$ cat src/pkg/wdcs_cfg.svh
// Offsets, field positions, reset values and timing counts of the watchdog.
// Overview of operation
// - Expiry with select set interrupts, clears select.
// - Expiry with select clear requests subsystem reset.
// - Debug stall enable plus active debug holds counter.
// - Week stall enable plus active week timer holds.
// - Hibernation stall enable plus either timer holds.
// - Enable bit starts watchdog; resets to disabled.
// - Kick register is write strobe, reads zero.
// - Enabled kick copies reload value into counter.
// - Disabled kick is ignored entirely.
// - Count register shows counter, resets all ones.
// - Status bit zero flags expiry with select set, write-one clears.
// - Interrupt enable bit zero gates the interrupt.
// - Counter decrements once per 33 slow ticks.
// - After stall, counting resumes from held value.
// - Flag and mask survive the system reset.
// - Writing reload register also reloads the counter.
`ifndef WDCS_CFG_SVH
`define WDCS_CFG_SVH

`define WDCS_ADDR_W         8
`define WDCS_OFS_RELOAD     8'h00
`define WDCS_OFS_CTRL       8'h04
`define WDCS_OFS_KICK       8'h08
`define WDCS_OFS_COUNT      8'h0C
`define WDCS_OFS_STATUS     8'h10
`define WDCS_OFS_MASK       8'h14

`define WDCS_BIT_ON         0
`define WDCS_BIT_HIB        2
`define WDCS_BIT_WEEK       3
`define WDCS_BIT_DBG        4
`define WDCS_BIT_SEL        9
`define WDCS_BIT_FLAG       0
`define WDCS_BIT_MASK       0

`define WDCS_CNT_W          16
`define WDCS_RST_COUNT      16'hFFFF
`define WDCS_RST_RELOAD     16'hFFFF

`define WDCS_CLK_FREQ_HZ    200000000
`define WDCS_SLOW_FREQ_HZ   32768
`define WDCS_SLOW_DIV       (`WDCS_CLK_FREQ_HZ / `WDCS_SLOW_FREQ_HZ)
`define WDCS_PRE_TICKS      33
`define WDCS_PRE_LAST       6'h20

`endif

$ cat src/pkg/wdcs_pkg.sv
// Types of the watchdog control and status block.
`include "wdcs_cfg.svh"
package wdcs_pkg;

    // Complete register and counter state of the watchdog.
    typedef struct packed {
        logic [`WDCS_CNT_W-1:0] reload;
        logic [`WDCS_CNT_W-1:0] count;
        logic                   sel;
        logic                   dbg;
        logic                   week;
        logic                   hib;
        logic                   on;
        logic                   flag;
        logic                   mask;
        logic [15:0]            slow;
        logic [5:0]             pre;
        logic                   irq_pulse;
        logic                   rst_pulse;
        logic [31:0]            rdata;
    } wdcs_state_s;

endpackage

$ cat src/rtl/wdcs_top.sv
// Watchdog control, stall, counter and status logic with its register port.
`timescale 1ns/10ps
`include "wdcs_cfg.svh"
module wdcs_top #(
    parameter int SLOW_DIV = `WDCS_SLOW_DIV
) (
    input  wire logic                    clk,
    input  wire logic                    resetn,
    input  wire logic                    keep_resetn,
    input  wire logic                    reg_wr,
    input  wire logic                    reg_rd,
    input  wire logic [`WDCS_ADDR_W-1:0] reg_addr,
    input  wire logic [31:0]             reg_wdata,
    output logic      [31:0]             reg_rdata,
    input  wire logic                    debug_active,
    input  wire logic                    week_timer_active,
    input  wire logic                    hib_timer0_active,
    input  wire logic                    hib_timer1_active,
    output logic                         expiry_interrupt,
    output logic                         expiry_reset_req
);

    wdcs_pkg::wdcs_state_s st;
    wdcs_pkg::wdcs_state_s next_st;

    logic stall;
    logic tick;
    logic dec;
    logic expire;
    logic wr_reload;
    logic wr_ctrl;
    logic wr_kick;
    logic wr_status;
    logic wr_mask;

    // Write strobes are decoded straight from the register port.
    assign wr_reload = reg_wr && (reg_addr == `WDCS_OFS_RELOAD);
    assign wr_ctrl   = reg_wr && (reg_addr == `WDCS_OFS_CTRL);
    assign wr_kick   = reg_wr && (reg_addr == `WDCS_OFS_KICK);
    assign wr_status = reg_wr && (reg_addr == `WDCS_OFS_STATUS);
    assign wr_mask   = reg_wr && (reg_addr == `WDCS_OFS_MASK);

    // Any enabled stall source freezes both dividers and the counter.
    assign stall = (st.dbg && debug_active)
                || (st.week && week_timer_active)
                || (st.hib && (hib_timer0_active || hib_timer1_active));

    // The slow tick stands in for the 32 kHz clock as a one-cycle enable.
    assign tick   = st.on && !stall
                 && (st.slow == 16'(SLOW_DIV - 1));
    assign dec    = tick && (st.pre == `WDCS_PRE_LAST);
    assign expire = dec && (st.count == '0);

    // Next-state logic; register writes are applied after counting so a
    // write in the same cycle as a decrement takes the written value.
    always_comb begin
        next_st           = st;
        next_st.irq_pulse = 1'b0;
        next_st.rst_pulse = 1'b0;
        // The prescalers only run while enabled and not stalled, so a stall
        // resumes exactly where it stopped.
        if (st.on && !stall) begin
            next_st.slow = tick ? 16'h0000 : st.slow + 16'h0001;
        end
        if (tick) begin
            next_st.pre = (st.pre == `WDCS_PRE_LAST) ? 6'h00
                                                     : st.pre + 6'h01;
        end
        if (dec) begin
            next_st.count = st.count - 16'h0001;
        end
        // Register writes.
        if (wr_ctrl) begin
            next_st.on   = reg_wdata[`WDCS_BIT_ON];
            next_st.hib  = reg_wdata[`WDCS_BIT_HIB];
            next_st.week = reg_wdata[`WDCS_BIT_WEEK];
            next_st.dbg  = reg_wdata[`WDCS_BIT_DBG];
            next_st.sel  = reg_wdata[`WDCS_BIT_SEL];
        end
        if (wr_mask) begin
            next_st.mask = reg_wdata[`WDCS_BIT_MASK];
        end
        if (wr_status && reg_wdata[`WDCS_BIT_FLAG]) begin
            next_st.flag = 1'b0;
        end
        if (wr_reload) begin
            next_st.reload = reg_wdata[`WDCS_CNT_W-1:0];
            next_st.count  = reg_wdata[`WDCS_CNT_W-1:0];
            next_st.slow   = 16'h0000;
            next_st.pre    = 6'h00;
        end else if (wr_kick && st.on) begin
            // A kick while disabled falls through here untouched.
            next_st.count = st.reload;
            next_st.slow  = 16'h0000;
            next_st.pre   = 6'h00;
        end
        // With select set, expiry wins over a same-cycle write of the select bit or a clear
        // of the flag, so an event is never lost.
        if (expire) begin
            if (!wr_reload) begin
                next_st.count = st.reload;
            end
            if (st.sel) begin
                next_st.irq_pulse = 1'b1;
                next_st.flag      = 1'b1;
                next_st.sel       = 1'b0;
            end else begin
                next_st.rst_pulse = 1'b1;
            end
        end
        // Read data is registered; unmapped and write-only offsets read 0.
        next_st.rdata = 32'h0000_0000;
        if (reg_rd) begin
            case (reg_addr)
                `WDCS_OFS_RELOAD: next_st.rdata = {16'h0000, st.reload};
                `WDCS_OFS_CTRL: begin
                    next_st.rdata[`WDCS_BIT_ON]   = st.on;
                    next_st.rdata[`WDCS_BIT_HIB]  = st.hib;
                    next_st.rdata[`WDCS_BIT_WEEK] = st.week;
                    next_st.rdata[`WDCS_BIT_DBG]  = st.dbg;
                    next_st.rdata[`WDCS_BIT_SEL]  = st.sel;
                end
                `WDCS_OFS_KICK:   next_st.rdata = 32'h0000_0000;
                `WDCS_OFS_COUNT:  next_st.rdata = {16'h0000, st.count};
                `WDCS_OFS_STATUS: next_st.rdata[`WDCS_BIT_FLAG] = st.flag;
                `WDCS_OFS_MASK:   next_st.rdata[`WDCS_BIT_MASK] = st.mask;
                default:          next_st.rdata = 32'h0000_0000;
            endcase
        end
    end

    // Two resets share one register process: the system reset leaves the
    // flag and mask alone so software can see why the subsystem restarted.
    always_ff @(posedge clk) begin
        st <= next_st;
        if (!resetn) begin
            st.reload    <= `WDCS_RST_RELOAD;
            st.count     <= `WDCS_RST_COUNT;
            st.sel       <= 1'b0;
            st.dbg       <= 1'b0;
            st.week      <= 1'b0;
            st.hib       <= 1'b0;
            st.on        <= 1'b0;
            st.slow      <= 16'h0000;
            st.pre       <= 6'h00;
            st.irq_pulse <= 1'b0;
            st.rst_pulse <= 1'b0;
            st.rdata     <= 32'h0000_0000;
        end
        if (!keep_resetn) begin
            st.flag <= 1'b0;
            st.mask <= 1'b0;
        end
    end

    // Outputs come straight from the state; the interrupt is a level.
    assign reg_rdata        = st.rdata;
    assign expiry_interrupt = st.flag && st.mask;
    assign expiry_reset_req = st.rst_pulse;
endmodule

$ cat config.mk
export PLATFORM = sky130hd
export DESIGN_NAME = wdcs_top
export DESIGN_NICKNAME = d
export VERILOG_FILES = /design/src/pkg/wdcs_pkg.sv /design/src/rtl/wdcs_top.sv
export VERILOG_INCLUDE_DIRS = /design/src /design/src/pkg
export SDC_FILE = /design/constraint.sdc
export NUM_CORES = 1
export LEC_CHECK = 0
export ABC_AREA = 1
export BUFFER_PORTS_ARGS = -buffer_cell sky130_fd_sc_hd__buf_2
export CORE_UTILIZATION = 40
export DETAILED_ROUTE_END_ITERATION = 10
export PLACE_DENSITY = 0.73
export SLEW_MARGIN = 0
export SYNTH_ARGS = -nofsm -noshare
export SYNTH_HDL_FRONTEND = slang
export SYNTH_SLANG_ARGS = --single-unit
$ cat constraint.sdc
create_clock -name clk -period 1.65 [get_ports clk]
set_clock_uncertainty 0.05 [all_clocks]
set_input_delay 0.33 -clock clk [delete_from_list [all_inputs] [get_ports clk]]
set_output_delay 0.33 -clock clk [all_outputs]
set_load 0.02 [all_outputs]
; ---- Word level (Yosys, flattened, before mapping)
; Index checks and enable logic that the tools add are counted.
[classes]
addsub = 3
n_eq_ne = 7
n_mux = 19
bitwise = 1
reduce_logical = 24
[op_table]
columns = op, n
row1 = two-way mux 16 bit, 5
row2 = two-way mux 17 bit, 1
row3 = adder 16 x 1 -> 16 bit (second input constant), 1
row4 = equality test 16 x 13 -> 1 bit (second input constant), 1
row5 = equality test 8 x 4 -> 1 bit (second input constant), 2
row6 = equality test 8 x 5 -> 1 bit (second input constant), 2
row7 = logical NOT 16 bit, 1
row8 = subtractor 16 x 1 -> 16 bit (second input constant), 1
row9 = logical AND 1 bit, 15
row10 = case mux 6 bit (2 select lines), 1
row11 = case mux 3 bit (3 select lines), 1
row12 = equality test 8 x 3 -> 1 bit (second input constant), 1
row13 = logical NOT 8 bit, 1
row14 = case mux 4 bit (2 select lines), 1
row15 = adder 6 x 1 -> 6 bit (second input constant), 1
row16 = equality test 6 bit (second input constant), 1
row17 = two-way mux 6 bit, 1
row18 = two-way mux 1 bit, 5
row19 = two-way mux 5 bit, 1
row20 = case mux 1 bit (5 select lines), 1
row21 = AND reduction 2 bit, 2
row22 = logical OR 1 bit, 3
row23 = case mux 1 bit (3 select lines), 1
row24 = OR reduction 3 bit, 1
row25 = 3 further kinds, 3
[word_totals]
regBits = 94
input_bits = 49
elab_cells = 67

; ---- Longest topological paths before layout
[depth]
word_depth = 12
mapped_depth = 12
mapped_depth_nobuf = 12

; ---- Worst setup path before layout
; OpenSTA, ideal clock, no wires.
[synth_timing]
kind = register to register
startpoint = register st[34] (netlist name)
endpoint = register st[65] (netlist name)
t_arrival_ps = 1483
setup_slack_ps = 2
stages_incl_launch_ff = 11
path_buffers = 1
cell_sequence = dfxtp_1 inv_1 ha_1 inv_1 nor3_4 nand3_4 buf_6 nand2_1 nand3_1 nand3_2 nand2_1
[synth_via]
elab_chain_len = 7
word_cells_on_any_way = 8
cone_classes = 1 x eq/ne / 5 x mux / 2 x reduce/logical
[synth_lines]
columns = element, line_no
row1 = start: declaration, wdcs_top.sv:23  ; wdcs_pkg::wdcs_state_s st;
row2 = start signal: assignment, wdcs_top.sv:135  ; st <= next_st;
row3 = equality test 6 bit (no line) *, -
row4 = logical AND 1 bit *, wdcs_top.sv:51  ; assign dec = tick && (st.pre == `WDCS_PRE_LAST);
row5 = two-way mux 16 bit, wdcs_top.sv:69  ; if (dec) begin
row6 = two-way mux 16 bit, wdcs_top.sv:91  ; end else if (wr_kick && st.on) begin
row7 = two-way mux 16 bit, wdcs_top.sv:86  ; if (wr_reload) begin
row8 = two-way mux 16 bit, wdcs_top.sv:100  ; if (!wr_reload) begin
row9 = two-way mux 17 bit *, wdcs_top.sv:99  ; if (expire) begin
; Mark *: on every way between the ends. The rest lies on a longest branch, timed or not.
; A chain may end at the register's enable or synchronous reset.

; ---- Final worst setup path
[layout_timing]
startpoint = register st[40] (netlist name)
endpoint = register st[75] (netlist name)
[layout_via]
elab_chain_len = 8
word_cells_on_any_way = 9
cone_classes = 1 x eq/ne / 5 x mux / 3 x reduce/logical
[layout_lines]
columns = element, line_no
row1 = equality test 16 x 13 -> 1 bit *, wdcs_top.sv:50  ; && (st.slow == 16'(SLOW_DIV - 1));
row2 = logical AND 1 bit *, wdcs_top.sv:50
row3 = logical AND 1 bit *, wdcs_top.sv:51
row4 = two-way mux 16 bit, wdcs_top.sv:69
row5 = two-way mux 16 bit, wdcs_top.sv:91
row6 = two-way mux 16 bit, wdcs_top.sv:86
row7 = two-way mux 16 bit, wdcs_top.sv:100
row8 = two-way mux 17 bit *, wdcs_top.sv:99
; Marked as above.

==> impl_results.md <==
* IO Port Bufs at 50
* Max_cap viols at 0
* Initial Util at 41.4%
* Tot GR Track Use at 20.7%
* Fraction of layout cells with a size suffix above 1 at 31.5%
* F_max at 592 MHz
* Top post-synthesis cells by area: dfxtp_1, nand2_1, nor2_1
* Required @ worst endpoint at 1890 ps
* Starting DRC count in detailed routing at 244
* Clk sinks at 78
* Cts hold-fix bufs at 0
* Clock Power Share at 50.6%
* Initial antenna violation count at 0
* Unrepaired setup endpoints after global routing: true
* CTS Buffer Depth at 2
* Psw at 902 uW
* Post-Synth Adder-Cell Area at 1.57%
* Worst r2r src: st[40]$_SDFFE_PP0P_
* Via density per instance at between 4 and 5
* Synthesis-to-layout area growth at 30.5%
* Post-synthesis simple-gate area fraction at 40.4%
* # H-tree levels at 3
* Pre-CTS setup slack at -143 ps
* Skew-Pair Late Insertion Delay at 350 ps
* Avg WL per Cell at 12.9 um
* Crit Path Max Fanout at 5
* # rows at 39
* Core ar. at 11,600 um^2
* Sequential share of power at 44.6%
* TritonCTS clock tree: built
* Register area share after synthesis at between 30% and 40%
* Cell Int Power at 3330 uW
* Crit path max-delay cell type: dfxtp_2
* Antenna-violating nets left at 0
* Die Footprint at 12,400 um^2
* CP arrival at 1930 ps
* Critical-path cell list: inv_2 > ha_4 > nand4_1 > nor2_2 > nand2_2 > nor2_8 > nand3b_4 > buf_4 > o21ai_1 > inv_1 > nand2_1
* Largest stage delay on the critical path at 330 ps
* Main combinational cell family by area after synthesis: simple AND/OR/NAND/NOR gates
* Top cells by count, synth: nand2_1, nor2_1, dfxtp_1, inv_1, nand3_1
* IO Count at between 80 and 90
* DRT met1 WL at 5.85 mm
* Hold Crit Class: primary input to register
* Clock root cell: clkbuf_16
* Worst-path clk slew at about 60 ps
* Critical Path Sink Type: register
* Largest net degree at the start of global routing at 16
* Die Height at 111 um
* Synthesized instance count at 715
* Post-Synth XOR/XNOR Area at 2.92%
* Hold slack at 145 ps
* Finished Cell Area at between 6000 and 7000 um^2
* Switching share of power at around a fifth
* # diodes at 0
* DRC viols at 5
* Wire length on met2 at between 6 and 7 mm
* Final-report max-slew violation count at 0
* Final count of hold timing violations at 0
* # fillers at between 1k and 1.5k
* Synth Register Bits at about 80
* Metal3 WL at 639 um
* First-pass GRT wire length at ~21 mm
* First-pass DRT Iterations at 8
* Num CTS Buffers at 9
* WL final at 12.8 mm
* Number of synthesized flops with an enable pin at 0
* Final nets at 897
* Largest area contributor in the netlist: dfxtp_1
* Max VDD drop at 0.607 mV
* Synth async-reset ratio at 0%
* Syn Area/Cell at 6.70 um^2
* Synthesis Warnings at 0
* Placed cell areas at around 5600 um^2
* Failing checks: design-rule violations, negative setup slack
* Ys flop type: dfxtp_1
* Total number of vias at 4,862
* Post-synthesis mux area share at 0%
* Hold Crit Start: reg_wdata[6]
* Combinational power share at roughly 5%
* Fin Setup TNS at -386 ps
* Tcrit/Tclk final at 102%
* Clock period minus final worst setup slack at 1690 ps
* CP startpoint kind: register
* Reg2reg setup slack at -40 ps
* Critical path origin: st[40]$_SDFFE_PP0P_
* Die width at 111 um
* Final setup vio count at 16
* Final GP Congestion at around 0.94
* Mapped Area at about 4800 um^2
* Worst setup margin at -40.2 ps
* Leak at between 0.003 and 0.004 uW
* WS Path Type: register to register
* Synth Area in Compound Gates at 8.93%
* Total power at ~4200 uW
* Cell with the most instances after synthesis: nand2_1
* Vias in the first global route at 4,407
* Cell Pwr Density at between 600 and 700 nW/um^2
* Synth top area share at 32.6%
* Post-DP HPWL at 9.36 mm
* Total gr overflow at 0
* Library cells used by synthesis at 47
* Status: finished with violations
* Highest Signal Layer: met4
[registers in the layout, summed over array words and instances, names as in the netlist, named ones only]
register,cells
reg_rdata,16
expiry_reset_req,1
st,60
[power by group through the flow]
| stage | clock network, uW | logic, uW | registers [uW] |
|---|---|---|---|
| 6_report | 2140 | 205 | 1890 |
| 2_1_floorplan | 0 | 131 | 1930 |
| 4_1_cts | 2160 | 194 | 1890 |
| 3_5_place_dp | 0 | 193 | 1930 |
| 5_1_grt | 2250 | 224 | 1890 |
| 3_3_place_gp | 0 | 191 | 1930 |
[path summary, 6_finish.rpt]
check,end,depth (start not counted)
worst max-delay path,st[75]$_SDFF_PN1_,11
worst min-delay path,st[85]$_SDFFE_PN1P_,3
worst max register to register,st[75]$_SDFF_PN1_,11
worst min register to register,expiry_reset_req$_SDFF_PN0_,1
[through the flow]
step                util [%]  instances
floorplan                  -        730
global placement        48.6        961
detailed placement      48.6        961
CTS                     51.7        979
global route            54.1        990
finish                  54.1        990
[what timing repair did]
item | in CTS | in global routing
pin swaps | 11 | 12
cloned | 0 | 3
buffers inserted | 2 | 8
gates resized for setup | 11 | 51
setup endpoints to repair | 30 | 35
[layout make-up]
type,instances,area [um^2],area share [%]
multi-input combinational,527,2820,45.1
sequential,78,1580,25.2
timing repair buffer,147,1050,16.8
inverter,79,310,4.96
clock buffer,13,250,4.00
tap,143,179,2.86
clock inverter,3,67.6,1.08
[critical path, delay by kind of cell (launching register included)]
family / cells / cell delay [ps]
buffers and inverters: 3 / 300
DFF: 1 / 330
AOI/OAI and AO/OA: 1 / 110
and+or+nand+nor: 6 / 710
adders and majority gates: 1 / 150
[routing by layer]
metal  vias to the layer above  global-route usage (%)
met5                         -                       0
met4                         0                    7.66
met3                        21                    3.05
met2                       146                    34.0
met1                      2204                    27.6
li1                       2491                       -
[placed cells by master (no fill, tap or decap), types with 9 or more instances in the layout]
cell type and count:
dfxtp_1 69, nor2_1 71, buf_4 91, nand3_2 9
nand4_1 13, buf_2 50, o21ai_0 13, nand2_1 203
a21oi_1 31, inv_1 61, conb_1 16, inv_2 13
nand3_1 48, nor3_1 9, clkbuf_16 10, xor2_1 13
nor2_2 16, nand2_2 15
[logic make-up after synthesis]
kind of cell	count (synthesis)
other	1
adder cells (fa/ha/maj)	6
AND/OR/NAND/NOR	413
AO/OA/AOI/OAI	74
buffers and inverters	127
flip-flops	78
XOR/XNOR	16
Power figures use the tool's default switching activity.
